--- src/tof_pkg.sv ---
// constants for the timer output flip-flop and interrupt grouping block
// assumes a 32-bit apb bus where each register index maps to byte address index*4
package tof_pkg;

  localparam int TOF_NUM_FF = 21;
  localparam int TOF_NUM_SRC = 32;
  localparam int TOF_IDX_W = 24;

  // register indices; byte address is four times the index
  localparam logic [23:0] TOF_IDX_SEL_LO = 24'h800220;
  localparam logic [23:0] TOF_IDX_SEL_HI = 24'h800223;
  localparam logic [23:0] TOF_IDX_PROT_LO = 24'h800224;
  localparam logic [23:0] TOF_IDX_DATA_LO = 24'h800226;
  localparam logic [23:0] TOF_IDX_PROT_HI = 24'h800229;
  localparam logic [23:0] TOF_IDX_DATA_HI = 24'h80022b;
  localparam logic [23:0] TOF_IDX_OTM_ST = 24'h800230;
  localparam logic [23:0] TOF_IDX_OTM_MK = 24'h800231;
  localparam logic [23:0] TOF_IDX_OTM_P67 = 24'h800232;
  localparam logic [23:0] TOF_IDX_OTM_P89 = 24'h800233;
  localparam logic [23:0] TOF_IDX_IOT_Q03 = 24'h800234;
  localparam logic [23:0] TOF_IDX_IOT_Q47 = 24'h800235;
  localparam logic [23:0] TOF_IDX_IOT_P89 = 24'h800236;
  localparam logic [23:0] TOF_IDX_MEAS_P = 24'h800237;
  localparam logic [23:0] TOF_IDX_TIN_S0 = 24'h800238;
  localparam logic [23:0] TOF_IDX_TIN_S3 = 24'h800239;
  localparam logic [23:0] TOF_IDX_TIN_Q16 = 24'h80023c;
  localparam logic [23:0] TOF_IDX_TIN_Q20 = 24'h80023d;

  // source numbering inside the status and mask vectors
  localparam int TOF_SRC_OTM = 0;
  localparam int TOF_SRC_IOT = 10;
  localparam int TOF_SRC_MEAS = 20;
  localparam int TOF_SRC_TIN0 = 22;
  localparam int TOF_SRC_TIN3 = 23;
  localparam int TOF_SRC_TIN16 = 24;
  localparam int TOF_SRC_TIN20 = 28;

  // field positions inside the 8-bit grouping registers
  localparam int TOF_QUAD_ST = 4;
  localparam int TOF_PAIR_ST = 4;
  localparam int TOF_SGL_ST = 4;

  localparam logic [12:0] TOF_SEL_LO_RST = 13'h0000;
  localparam logic [7:0] TOF_SEL_HI_RST = 8'h00;
  localparam logic [20:0] TOF_PROT_RST = 21'h000000;
  localparam logic [20:0] TOF_DATA_RST = 21'h000000;
  localparam logic [31:0] TOF_ST_RST = 32'h00000000;
  localparam logic [31:0] TOF_MK_RST = 32'h00000000;

  typedef enum logic [1:0] {
    TOF_SEL2_TIMER,
    TOF_SEL2_BUS_A,
    TOF_SEL2_BUS_B,
    TOF_SEL2_BUS_C
  } tof_sel2_t;

endpackage

--- src/tof_timer_common.sv ---
// output flip-flops with selectable sources and grouped interrupt requests
// assumes apb4 master on ref_clk; timer, event bus and request inputs are
// one-cycle pulses from logic on the same clock
// prdata and pslverr hold from one setup cycle to the next
// byte lanes 2 and 3 are ignored; 8-bit registers use lane 0 only
// Behaviour
// - ff11..15 single select bit: 0 io timer underflow, 1 event bus.
// - ff10 and ff9: codes 00/01 output timer, 10 bus 0, 11 bus 1.
// - ff8: 00 output timer 8, 01 bus 0, 10 bus 1, 11 bus 2.
// - ff7: 0 output timer 7 else bus 0; ff6: timer 6 else bus 1.
// - ff19..17: io timer 8/7/6 for 00/01, bus 0 for 10, bus 1 for 11.
// - ff16: 00 io timer 5, 01 bus 0, 10 bus 1, 11 bus 3.
// - protect 0 lets data writes through, protect 1 blocks them.
// - ff0..15 in the low registers, ff16..20 in the high ones.
// - a permitted data write forces the flip-flop to the written value.
// - otherwise each flip-flop toggles on events from its fixed or selected source.
// - hardware sets request status bits; software can never set them.
// - writing 0 clears a status bit, writing 1 leaves it alone.
// - status bits record requests regardless of the mask bit.
// - mask 0 passes a source to its shared line, mask 1 blocks it.
// - clearing a status bit also drops its pending request.
// - output timer 10 request has no status or mask here.
// - lines 0..4 group io and output timers as listed.
// - lines 6,7,9..12 group output, measure timers and timer inputs.
// - shared lines carry only unmasked requests; they are not writable.
//
// Local design decision: register access over APB.
module tof_timer_common
  import tof_pkg::*;
(
  input wire logic ref_clk,
  input wire logic reset_n,
  input wire logic psel,
  input wire logic penable,
  input wire logic pwrite,
  input wire logic [31:0] paddr,
  input wire logic [31:0] pwdata,
  input wire logic [3:0] pstrb,
  output logic [31:0] prdata,
  output logic pready,
  output logic pslverr,
  input wire logic [10:0] otm_udf,
  input wire logic [9:0] io_timer_udf,
  input wire logic [3:0] oeb_evt,
  input wire logic [9:0] otm_irq,
  input wire logic [9:0] io_timer_irq,
  input wire logic [1:0] meas_irq,
  input wire logic timer_input0_irq,
  input wire logic timer_input3_irq,
  input wire logic [7:0] timer_input16_irq,
  output logic [20:0] ff_out,
  output logic irq_line0,
  output logic irq_line1,
  output logic irq_line2,
  output logic irq_line3,
  output logic irq_line4,
  output logic irq_line6,
  output logic irq_line7,
  output logic irq_line9,
  output logic irq_line10,
  output logic irq_line11,
  output logic irq_line12
);

  // register state
  logic [12:0] sel_lo_ff;
  logic [7:0] sel_hi_ff;
  logic [20:0] prot_ff;
  logic [20:0] ff_out_ff;
  logic [31:0] st_ff;
  logic [31:0] mk_ff;
  logic [31:0] prdata_ff;
  logic pslverr_ff;
  logic [10:0] irq_ff;
  logic [10:0] nxt_irq;

  // decode and datapath nets
  logic [23:0] idx;
  logic addr_ok;
  logic hit;
  logic [31:0] rd_mux;
  logic wr_acc;
  logic lane0;
  logic lane1;
  logic [15:0] wmask;
  logic [20:0] ff_evt;
  logic [20:0] ff_force;
  logic [20:0] ff_wval;
  logic [31:0] st_clr;
  logic [31:0] mk_we;
  logic [31:0] mk_wv;
  logic [31:0] src_req;
  logic [31:0] live;

  assign idx = paddr[25:2];
  assign addr_ok = (paddr[31:26] == 6'h00) && (paddr[1:0] == 2'h0);
  assign lane0 = pstrb[0];
  assign lane1 = pstrb[1];
  assign wmask = {{8{lane1}}, {8{lane0}}};
  // zero-wait slave: the access phase always completes in one cycle
  assign pready = 1'b1;
  assign wr_acc = psel && penable && pwrite && !pslverr_ff;
  assign prdata = prdata_ff;
  assign pslverr = pslverr_ff;
  assign ff_out = ff_out_ff;

  // request order matches the status and mask bit numbering
  assign src_req = {timer_input16_irq, timer_input3_irq, timer_input0_irq, meas_irq,
                    io_timer_irq, otm_irq};

  // address decode and read mux; unmapped indices answer with an error
  always_comb begin
    hit = addr_ok;
    rd_mux = 32'h00000000;
    unique case (idx)
      TOF_IDX_SEL_LO: rd_mux = {19'h00000, sel_lo_ff};
      TOF_IDX_SEL_HI: rd_mux = {24'h000000, sel_hi_ff};
      TOF_IDX_PROT_LO: rd_mux = {16'h0000, prot_ff[15:0]};
      TOF_IDX_DATA_LO: rd_mux = {16'h0000, ff_out_ff[15:0]};
      // narrow registers read back zero above their fields
      TOF_IDX_PROT_HI: rd_mux = {27'h0000000, prot_ff[20:16]};
      TOF_IDX_DATA_HI: rd_mux = {27'h0000000, ff_out_ff[20:16]};
      TOF_IDX_OTM_ST: rd_mux = {26'h0000000, st_ff[5:0]};
      TOF_IDX_OTM_MK: rd_mux = {26'h0000000, mk_ff[5:0]};
      TOF_IDX_OTM_P67: rd_mux = {26'h0000000, st_ff[7:6], 2'h0, mk_ff[7:6]};
      TOF_IDX_OTM_P89: rd_mux = {26'h0000000, st_ff[9:8], 2'h0, mk_ff[9:8]};
      TOF_IDX_IOT_Q03: rd_mux = {24'h000000, st_ff[13:10], mk_ff[13:10]};
      TOF_IDX_IOT_Q47: rd_mux = {24'h000000, st_ff[17:14], mk_ff[17:14]};
      TOF_IDX_IOT_P89: rd_mux = {26'h0000000, st_ff[19:18], 2'h0, mk_ff[19:18]};
      TOF_IDX_MEAS_P: rd_mux = {26'h0000000, st_ff[21:20], 2'h0, mk_ff[21:20]};
      TOF_IDX_TIN_S0: rd_mux = {27'h0000000, st_ff[22], 3'h0, mk_ff[22]};
      TOF_IDX_TIN_S3: rd_mux = {27'h0000000, st_ff[23], 3'h0, mk_ff[23]};
      TOF_IDX_TIN_Q16: rd_mux = {24'h000000, st_ff[27:24], mk_ff[27:24]};
      TOF_IDX_TIN_Q20: rd_mux = {24'h000000, st_ff[31:28], mk_ff[31:28]};
      default: hit = 1'b0;
    endcase
  end

  // read data and error are captured in the setup cycle, so both come from flops
  // a write cycle or a refused access returns zero read data
  always_ff @(posedge ref_clk or negedge reset_n) begin
    if (!reset_n) begin
      prdata_ff <= 32'h00000000;
      pslverr_ff <= 1'b0;
    end else if (psel && !penable) begin
      prdata_ff <= (hit && !pwrite) ? rd_mux : 32'h00000000;
      pslverr_ff <= !hit;
    end
  end

  // source select registers; byte lanes honoured, halfword writes expected
  // the low select register has no bits above 12, so they read as zero
  always_ff @(posedge ref_clk or negedge reset_n) begin
    if (!reset_n) begin
      sel_lo_ff <= TOF_SEL_LO_RST;
      sel_hi_ff <= TOF_SEL_HI_RST;
    end else if (wr_acc) begin
      if (idx == TOF_IDX_SEL_LO) begin
        sel_lo_ff <= (sel_lo_ff & ~wmask[12:0]) | (pwdata[12:0] & wmask[12:0]);
      end
      if (idx == TOF_IDX_SEL_HI && lane0) begin
        sel_hi_ff <= pwdata[7:0];
      end
    end
  end

  // protect bits gate software data writes only, never events
  always_ff @(posedge ref_clk or negedge reset_n) begin
    if (!reset_n) begin
      prot_ff <= TOF_PROT_RST;
    end else if (wr_acc) begin
      if (idx == TOF_IDX_PROT_LO) begin
        prot_ff[15:0] <= (prot_ff[15:0] & ~wmask) | (pwdata[15:0] & wmask);
      end
      if (idx == TOF_IDX_PROT_HI && lane0) begin
        prot_ff[20:16] <= pwdata[4:0];
      end
    end
  end

  // event routing from timer underflows and output event buses
  always_comb begin
    // ff0..5 have no selector and follow their own output timers
    ff_evt[5:0] = otm_udf[5:0];
    ff_evt[6] = sel_lo_ff[0] ? oeb_evt[1] : otm_udf[6];
    ff_evt[7] = sel_lo_ff[1] ? oeb_evt[0] : otm_udf[7];
    unique case (tof_sel2_t'(sel_lo_ff[3:2]))
      TOF_SEL2_TIMER: ff_evt[8] = otm_udf[8];
      TOF_SEL2_BUS_A: ff_evt[8] = oeb_evt[0];
      TOF_SEL2_BUS_B: ff_evt[8] = oeb_evt[1];
      TOF_SEL2_BUS_C: ff_evt[8] = oeb_evt[2];
    endcase
    // high code bit picks a bus, low bit says which of bus 0 or 1
    ff_evt[9] = sel_lo_ff[5] ? oeb_evt[sel_lo_ff[4]] : otm_udf[9];
    ff_evt[10] = sel_lo_ff[7] ? oeb_evt[sel_lo_ff[6]] : otm_udf[10];
    ff_evt[11] = sel_lo_ff[8] ? oeb_evt[1] : io_timer_udf[0];
    ff_evt[12] = sel_lo_ff[9] ? oeb_evt[2] : io_timer_udf[1];
    ff_evt[13] = sel_lo_ff[10] ? oeb_evt[3] : io_timer_udf[2];
    ff_evt[14] = sel_lo_ff[11] ? oeb_evt[0] : io_timer_udf[3];
    ff_evt[15] = sel_lo_ff[12] ? oeb_evt[0] : io_timer_udf[4];
    // ff16 decodes like ff8, but its last code picks bus 3
    unique case (tof_sel2_t'(sel_hi_ff[1:0]))
      TOF_SEL2_TIMER: ff_evt[16] = io_timer_udf[5];
      TOF_SEL2_BUS_A: ff_evt[16] = oeb_evt[0];
      TOF_SEL2_BUS_B: ff_evt[16] = oeb_evt[1];
      TOF_SEL2_BUS_C: ff_evt[16] = oeb_evt[3];
    endcase
    ff_evt[17] = sel_hi_ff[3] ? oeb_evt[sel_hi_ff[2]] : io_timer_udf[6];
    ff_evt[18] = sel_hi_ff[5] ? oeb_evt[sel_hi_ff[4]] : io_timer_udf[7];
    ff_evt[19] = sel_hi_ff[7] ? oeb_evt[sel_hi_ff[6]] : io_timer_udf[8];
    // ff20 has no selectable source: it follows io timer 9
    ff_evt[20] = io_timer_udf[9];
  end

  // data register writes, gated per bit by the protect bits
  // the high data register has a single lane, so lane 0 alone enables it
  always_comb begin
    ff_force = 21'h000000;
    ff_wval = 21'h000000;
    if (wr_acc && idx == TOF_IDX_DATA_LO) begin
      ff_force[15:0] = wmask & ~prot_ff[15:0];
      ff_wval[15:0] = pwdata[15:0];
    end
    if (wr_acc && idx == TOF_IDX_DATA_HI && lane0) begin
      ff_force[20:16] = ~prot_ff[20:16];
      ff_wval[20:16] = pwdata[4:0];
    end
  end

  // one flop per output so each bit keeps its own write and toggle path
  for (genvar i = 0; i < TOF_NUM_FF; i++) begin : g_ff
    always_ff @(posedge ref_clk or negedge reset_n) begin
      if (!reset_n) begin
        ff_out_ff[i] <= TOF_DATA_RST[i];
      end else if (ff_force[i]) begin
        // software write wins over a coincident event
        ff_out_ff[i] <= ff_wval[i];
      end else if (ff_evt[i]) begin
        ff_out_ff[i] <= ~ff_out_ff[i];
      end
    end
  end

  // grouping register writes: status bits clear on 0, mask bits store
  // only lane 0 matters here; every grouping register is 8 bits wide
  always_comb begin
    st_clr = 32'h00000000;
    mk_we = 32'h00000000;
    mk_wv = 32'h00000000;
    if (wr_acc && lane0) begin
      unique case (idx)
        // output timers 0..5 keep status and mask in separate registers
        TOF_IDX_OTM_ST: st_clr[5:0] = ~pwdata[5:0];
        TOF_IDX_OTM_MK: begin
          mk_we[5:0] = 6'h3f;
          mk_wv[5:0] = pwdata[5:0];
        end
        TOF_IDX_OTM_P67: begin
          st_clr[7:6] = ~pwdata[TOF_PAIR_ST+1:TOF_PAIR_ST];
          mk_we[7:6] = 2'h3;
          mk_wv[7:6] = pwdata[1:0];
        end
        TOF_IDX_OTM_P89: begin
          st_clr[9:8] = ~pwdata[TOF_PAIR_ST+1:TOF_PAIR_ST];
          mk_we[9:8] = 2'h3;
          mk_wv[9:8] = pwdata[1:0];
        end
        TOF_IDX_IOT_Q03: begin
          st_clr[13:10] = ~pwdata[TOF_QUAD_ST+3:TOF_QUAD_ST];
          mk_we[13:10] = 4'hf;
          mk_wv[13:10] = pwdata[3:0];
        end
        TOF_IDX_IOT_Q47: begin
          st_clr[17:14] = ~pwdata[TOF_QUAD_ST+3:TOF_QUAD_ST];
          mk_we[17:14] = 4'hf;
          mk_wv[17:14] = pwdata[3:0];
        end
        TOF_IDX_IOT_P89: begin
          st_clr[19:18] = ~pwdata[TOF_PAIR_ST+1:TOF_PAIR_ST];
          mk_we[19:18] = 2'h3;
          mk_wv[19:18] = pwdata[1:0];
        end
        TOF_IDX_MEAS_P: begin
          st_clr[21:20] = ~pwdata[TOF_PAIR_ST+1:TOF_PAIR_ST];
          mk_we[21:20] = 2'h3;
          mk_wv[21:20] = pwdata[1:0];
        end
        TOF_IDX_TIN_S0: begin
          st_clr[22] = ~pwdata[TOF_SGL_ST];
          mk_we[22] = 1'b1;
          mk_wv[22] = pwdata[0];
        end
        TOF_IDX_TIN_S3: begin
          st_clr[23] = ~pwdata[TOF_SGL_ST];
          mk_we[23] = 1'b1;
          mk_wv[23] = pwdata[0];
        end
        TOF_IDX_TIN_Q16: begin
          st_clr[27:24] = ~pwdata[TOF_QUAD_ST+3:TOF_QUAD_ST];
          mk_we[27:24] = 4'hf;
          mk_wv[27:24] = pwdata[3:0];
        end
        TOF_IDX_TIN_Q20: begin
          st_clr[31:28] = ~pwdata[TOF_QUAD_ST+3:TOF_QUAD_ST];
          mk_we[31:28] = 4'hf;
          mk_wv[31:28] = pwdata[3:0];
        end
        default: st_clr = 32'h00000000;
      endcase
    end
  end

  // set beats clear so a request landing on the clearing write is kept;
  // clearing an unserviced bit silently drops that request
  // a source held high re-sets its bit on every cycle
  always_ff @(posedge ref_clk or negedge reset_n) begin
    if (!reset_n) begin
      st_ff <= TOF_ST_RST;
    end else begin
      st_ff <= src_req | (st_ff & ~st_clr);
    end
  end

  // mask bits are plain storage; a masked source still records status
  always_ff @(posedge ref_clk or negedge reset_n) begin
    if (!reset_n) begin
      mk_ff <= TOF_MK_RST;
    end else begin
      mk_ff <= (mk_ff & ~mk_we) | (mk_wv & mk_we);
    end
  end

  // a set mask hides a source from its line but not from polling
  assign live = st_ff & ~mk_ff;

  // output timer 10 request bypasses this block entirely
  always_comb begin
    // each line ors the live bits of its own group
    nxt_irq[0] = |live[13:10];
    nxt_irq[1] = |live[7:6];
    nxt_irq[2] = |live[5:0];
    nxt_irq[3] = |live[19:18];
    nxt_irq[4] = |live[17:14];
    nxt_irq[5] = |live[9:8];
    nxt_irq[6] = |live[21:20];
    nxt_irq[7] = live[22];
    nxt_irq[8] = |live[27:24];
    nxt_irq[9] = |live[31:28];
    nxt_irq[10] = live[23];
  end

  // registered lines cost a cycle but give the controller glitch-free inputs
  always_ff @(posedge ref_clk or negedge reset_n) begin
    if (!reset_n) begin
      irq_ff <= 11'h000;
    end else begin
      irq_ff <= nxt_irq;
    end
  end

  // lines 5 and 8 are not produced here
  assign irq_line0 = irq_ff[0];
  assign irq_line1 = irq_ff[1];
  assign irq_line2 = irq_ff[2];
  assign irq_line3 = irq_ff[3];
  assign irq_line4 = irq_ff[4];
  assign irq_line6 = irq_ff[5];
  assign irq_line7 = irq_ff[6];
  assign irq_line9 = irq_ff[7];
  assign irq_line10 = irq_ff[8];
  assign irq_line11 = irq_ff[9];
  assign irq_line12 = irq_ff[10];

endmodule

--- config.mk ---
export PLATFORM = sky130hd
export DESIGN_NAME = tof_timer_common
export DESIGN_NICKNAME = d
export VERILOG_FILES = /design/src/tof_pkg.sv /design/src/tof_timer_common.sv
export SDC_FILE = /design/constraint.sdc
export NUM_CORES = 1
export LEC_CHECK = 0
export BUFFER_PORTS_ARGS = -buffer_cell sky130_fd_sc_hd__buf_2
export CAP_MARGIN = 10
export CORE_MARGIN = 2
export CORE_UTILIZATION = 49
export DETAILED_ROUTE_END_ITERATION = 16
export PLACE_DENSITY = 0.74
export SLEW_MARGIN = 30
export SYNTH_ARGS = -nofsm -noshare
export SYNTH_HDL_FRONTEND = slang
export SYNTH_SLANG_ARGS = --single-unit
export TNS_END_PERCENT = 50
--- constraint.sdc ---
create_clock -name ref_clk -period 2.5 [get_ports ref_clk]
set_input_delay 0.125 -clock ref_clk [delete_from_list [all_inputs] [get_ports ref_clk]]
set_output_delay 0.125 -clock ref_clk [all_outputs]
set_load 0.005 [all_outputs]
# Word-level counts from Yosys, hierarchy flattened
# Index checks and enable logic that the tools add are counted.
[totals] ff_bits=171 latchBits=0 ramBits=0 romBits=0 input_bits=130 out_inout_bits=66 elab_cells=268 memories=0
[op_classes] addsub=0 multipliers=0 n_div=0 magnitude_cmp=5 eq_ne=24 shifts=0 n_mux=109 n_bitwise=45 reduce_logical=55
[ops] operator="24-bit equality test (second input constant)" n=18
[ops] operator="16-bit one-hot mux with 18 select lines" n=1
[ops] operator="32-bit bitwise AND" n=4
[ops] operator="32-bit 2-to-1 mux" n=4
[ops] operator="32-bit inverter" n=3
[ops] operator="1-bit 2-to-1 mux" n=71
[ops] operator="32-bit OR" n=2
[ops] operator="16-bit bitwise AND" n=3
[ops] operator="4-bit 2-to-1 mux" n=12
[ops] operator="2-bit nonzero test" n=21
[ops] operator="16-bit 2-to-1 mux" n=2
[ops] operator="16-bit inverter" n=2
[ops] operator="13-bit bitwise AND" n=2
[ops] operator="2-bit 2-to-1 mux" n=12
[ops] operator="1-bit inverter" n=22
[ops] operator="6-bit 2-to-1 mux" n=3
[ops] operator="18-bit OR reduction" n=1
[ops] operator="16-bit OR" n=1
[ops] operator="4-bit OR reduction" n=4
[ops] operator="1-bit by 3-bit less-than comparator with 1-bit output (second input constant)" n=5
[ops] operator="13-bit inverter" n=1
[ops] operator="13-bit OR" n=1
[ops] operator="1-bit logical AND" n=12
[ops] operator="5-bit 2-to-1 mux" n=2
[ops] operator="other kinds (13)" n=29

# Logic depth before layout (Yosys ltp)
[depth] word_depth=8 mapped_depth=9 depth_no_buf=6

# Least setup slack after synthesis
# Ideal clock, no wire load.
[synth_timing] kind="input to register" from="in paddr[4]" to="reg prdata_ff[1] (netlist: prdata[1])" setup_ns=0.130 arrival_time_ns=1.739 required_time_ns=2.370 slack_ns=0.630 path_stages=8 n_path_buf=2 path_cell_list="clkbuf_1 -> buf_1 -> mux2i_1 -> nor3_1 -> a2111oi_0 -> nor2_1 -> a222oi_1 -> o21ai_0"
[synth_via] elab_chain_cells=5 elab_cells_between_ends=23 cone_classes="eq/ne (18); mux (3); reduce/logical (2)"
[synth_lines] item="start, declared" line="tof_timer_common.sv:36" text="input wire logic [31:0] paddr,"
[synth_lines] item="24-bit equality test" line="tof_timer_common.sv:115" text="unique case (idx)"
[synth_lines] item="18-bit OR reduction (no source line)"
[synth_lines] item="1-bit 2-to-1 mux" line="tof_timer_common.sv:115"
[synth_lines] item="1-bit logical AND" line="tof_timer_common.sv:146" text="prdata_ff <= (hit && !pwrite) ? rd_mux : 32'h00000000;"
[synth_lines] item="32-bit 2-to-1 mux (*)" line="tof_timer_common.sv:146"
[synth_lines] item="end signal, assigned" line="tof_timer_common.sv:146"
[synth_lines] item="end, declared" line="tof_timer_common.sv:72" text="logic [31:0] prdata_ff;"
# Mark *: on every way between the ends. The rest lies on a longest branch, timed or not.
# A chain may end at the register's enable or synchronous reset.

# Worst setup path in the final report
[layout_timing] from="reg pslverr_ff (netlist: pslverr)" to="reg ff_out_ff[5] (netlist: ff_out[5])"
[layout_via] elab_chain_cells=5 elab_cells_between_ends=7 cone_classes="mux (3); reduce/logical (4)"
[layout_lines] item="start, declared" line="tof_timer_common.sv:73" text="logic pslverr_ff;"
[layout_lines] item="start signal, assigned" line="tof_timer_common.sv:147" text="pslverr_ff <= !hit;"
[layout_lines] item="1-bit logical NOT (*)" line="tof_timer_common.sv:102" text="assign wr_acc = psel && penable && pwrite && !pslverr_ff;"
[layout_lines] item="1-bit logical AND (*)" line="tof_timer_common.sv:102"
[layout_lines] item="1-bit logical AND (*)" line="tof_timer_common.sv:220" text="if (wr_acc && idx == TOF_IDX_DATA_LO) begin"
[layout_lines] item="16-bit 2-to-1 mux" line="tof_timer_common.sv:220"
[layout_lines] item="1-bit 2-to-1 mux or 2-bit nonzero test (tied branches)"
[layout_lines] item="end signal, assigned by index" line="tof_timer_common.sv:234" text="ff_out_ff[i] <= TOF_DATA_RST[i];"
[layout_lines] item="end signal, assigned by index" line="tof_timer_common.sv:237" text="ff_out_ff[i] <= ff_wval[i];"
[layout_lines] item="end signal, assigned by index" line="tof_timer_common.sv:239" text="ff_out_ff[i] <= ~ff_out_ff[i];"
[layout_lines] item="end, declared" line="tof_timer_common.sv:69" text="logic [20:0] ff_out_ff;"
# Marked as above.

==> metrics.cfg <==
[outcome]
outcome = completed

[logic_synthesis]
synth_fa_ha_area_share_pct = 0
syn_area_um2 = 7890
synth_top_family_by_area = multiplexers
synth_edf_count = 0
ys.flop_type = dfrtp_1
synth-seq-area-share_pct = 49.2
synth-xor-area-share_pct = 2.33
synthCells = 742
synthSimpleGateAreaFrac_pct = 13.3
synth_mux_area_share_pct = 16.2
synth-compound-area-share_pct = 13.9
yosys_warnings = 0
synth_area_per_cell_um2 = 10.6
postSynth.asyncResetShare_pct = 100
synth-seq-cells = 155
synth_cell_types = 59

[pwr]
p_leak_uw = 0.00461
power.density_nw_per_um2 = 665
power_frac_seq_pct = 43.0
p_sw_share_pct = 26.2
clock_power_share_pct = 41.1
comb_power_share_pct = 15.9
p_int_uw = 4960
switchingPower_uw = 1760
peakVddDrop_v = 0.000488

[route]
vias_per_cell = 5.79
vias = 6906
wl_per_cell_um = 20.1
drt_wl_total_um = 23900
detail_route.first_pass.iterations = 5
drc = 0
antenna_left = 0
drt-initial-drc-count = 632

[sta]
relSlewSlack_pct = 47.5
worst_clock_skew_ns = 0.00545
tightest_slew_ns = 0.785
fin_crit_sh_pct = 89.4
worst_slack_ns = 0.264
finalHoldViolCount = 0
finalCriticalPeriod_ns = 2.24
rsz0062_at_grt = false
drv_slew = 0
fin_tns_setup_ns = 0
setup_viol = 0
max_freq_mhz = 447

[global_routing]
grt_max_degree = 63
grt_pass1_vias = 6743
antenna_found_initial = 0
grt_first_pass_wirelength_um = 36400
track_usage_pct = 28.6
overflow = 0

[finish]
final_cells = 1192
fin_nets = 1093
final_common_cell = buf_2
fill_cells = 1288
syn2layout_area_growth_pct = 28.1
layout_common_cells = 159 x buf_2, 155 x dfrtp_1, 78 x mux2_2
diodes = 0
layout-drive-gt1-share_pct = 32.6

[cts]
post_cts_buffers = 0
clkTransAtPathRegs_ns = 0.06
cts_tree = built
cts_buffers = 17
htree_num_levels = 4
clk_latency_ns = 0.44
clockBufferDepth = 2
clock-sinks = 155
cts_root_buf = clkbuf_16

[critical_path]
reg2reg_setup_slack_ns = 0.26
required_ns = 2.87
worstPathArrival_ns = 2.61
critical_path.startpoint = pslverr
regToRegStartpoint = pslverr
worstSetupPathType = flop to flop
slowest_stage = and2_1
end_kind = flop
crit_fanout = 10
cp-start-kind = flop
crit_end = ff_out[5]
reg2reg_to = ff_out[5]
reg2reg_depth = 6
worstPathCellList = and4b_1, and2_1, nand2_1, buf_4, o21ai_0, o31a_1
cpPeakStageDelay_ns = 0.43

[die]
die_h_um = 131
coreArea_um2 = 15800
start_util_pct = 49.8
die_area_um2 = 17100
die_width_um = 131
ios = 196
rows = 46

[placed_design]
gp_congestion = 0.976
dp_cells = 1119
dp_hpwl_um = 17200
pre_cts_slack_ns = 0.166
io_buffers = 160

[min_path]
worstHoldPathType = primary input to flop

[job]
cap_violations = 0

[repair_timing]
action / 4_1_cts / 5_1_grt
gates resized for setup: 0 / 0
hold buffers: 41 / 0
endpoints found under the hold margin: 112 / 0
[cells by family after synthesis]
family	Yosys count
flops	155
simple gates	199
compound gates	165
mux	115
other cells	2
xor+xnor	21
buf+inv	85
[how the worst min path moves through the flow]
| stage | from | to | slack (ns) | cells past startpoint |
|---|---|---|---|---|
| 2_1_floorplan | reset_n | asynchronous set/reset pin | -0.17 | 0 |
| 3_3_place_gp | reset_n | ff_out[10] | 0.15 | 1 |
| 3_5_place_dp | reset_n | ff_out[10] | 0.15 | 1 |
| 4_1_cts | pwrite | prdata[5] | 0.03 | 3 |
| 5_1_grt | pwrite | prdata[5] | 0.07 | 3 |
| 6_report | pwrite | prdata[5] | 0.04 | 3 |
[layer usage]
metal	GRT usage [%]	vias to the layer above	wire length (um)
met4	9.45	0	468
met5	0	-	0
met3	7.00	41	1930
li1	-	3090	-
met2	45.7	366	11300
met1	38.7	3409	10200
[synthesized netlist by cell type, types with 2 or more instances]
| cell | instances | area (um^2) |
|---|---|---|
| o31a_1 | 14 | 123 |
| o221ai_1 | 6 | 52.6 |
| nor4_1 | 3 | 18.8 |
| and3_1 | 3 | 18.8 |
| o22ai_1 | 5 | 31.3 |
| conb_1 | 2 | 7.51 |
| nand4_1 | 4 | 25.0 |
| o211ai_1 | 2 | 15.0 |
| a2111oi_0 | 4 | 35.0 |
| and2_1 | 7 | 43.8 |
| and4_1 | 2 | 17.5 |
| mux2_2 | 78 | 878 |
| o21ai_0 | 69 | 345 |
| nor2b_1 | 6 | 37.5 |
| a22o_1 | 8 | 70.1 |
| a32oi_1 | 5 | 43.8 |
| mux4_2 | 2 | 45.0 |
| nor3_1 | 27 | 135 |
| inv_1 | 33 | 124 |
| clkbuf_1 | 25 | 93.8 |
| nor4b_2 | 2 | 30.0 |
| a22oi_1 | 19 | 143 |
| or4_1 | 2 | 15.0 |
| dfrtp_1 | 155 | 3880 |
| nand3_1 | 14 | 70.1 |
| buf_4 | 17 | 128 |
| or2_2 | 2 | 12.5 |
| nand3b_1 | 5 | 37.5 |
| nand2_1 | 44 | 165 |
| buf_1 | 4 | 15.0 |
| mux2_1 | 6 | 67.6 |
| a221oi_1 | 5 | 43.8 |
| a21oi_1 | 12 | 60.1 |
| a211oi_1 | 3 | 22.5 |
| a222oi_1 | 2 | 20.0 |
| mux2i_1 | 29 | 290 |
| xnor2_1 | 21 | 184 |
| nand2b_1 | 34 | 213 |
| buf_2 | 5 | 25.0 |
| a31oi_1 | 2 | 12.5 |
| nor2_1 | 35 | 131 |
| nor4b_1 | 2 | 17.5 |
[layout make-up]
cell class | count | area (um^2) | share of cell area (%)
inverters | 34 | 128 | 1.26
multi-input cells | 517 | 3680 | 36.4
repair buffers | 238 | 1510 | 14.9
clock buffers | 18 | 439 | 4.35
flip-flops and latches | 155 | 3880 | 38.4
clock inverters | 14 | 195 | 1.93
well taps | 216 | 270 | 2.68
[power by group through the flow]
| stage | combinational, uW | clock, uW | sequential, uW |
|---|---|---|---|
| final | 1060 | 2760 | 2890 |
| after detailed placement | 999 | 0 | 2920 |
| after CTS | 1070 | 2780 | 2880 |
| after floorplan | 519 | 0 | 2900 |
| after global placement | 978 | 0 | 2920 |
| after global routing | 1170 | 2890 | 2910 |
[per-stage QoR]
step           utilization (%)  cell area, um^2  hold WS (ns)  power (uW)
5_1_grt                   63.8            10100        0.0700        6970
2_1_floorplan                -             7940        -0.171        3420
3_5_place_dp              57.2             9050         0.155        3920
6_report                  63.8            10100        0.0443        6710
4_1_cts                   63.8            10100        0.0319        6730
3_3_place_gp              57.2             9050         0.147        3900
[worst max-delay path: cells and delay by family (launching register included)]
kind,cells,cell delay (ns)
compound gates,2,0.39
flops,1,0.39
buf+inv,1,0.29
simple gates,3,1.12
No activity file was read; power rests on OpenSTA's default activity.
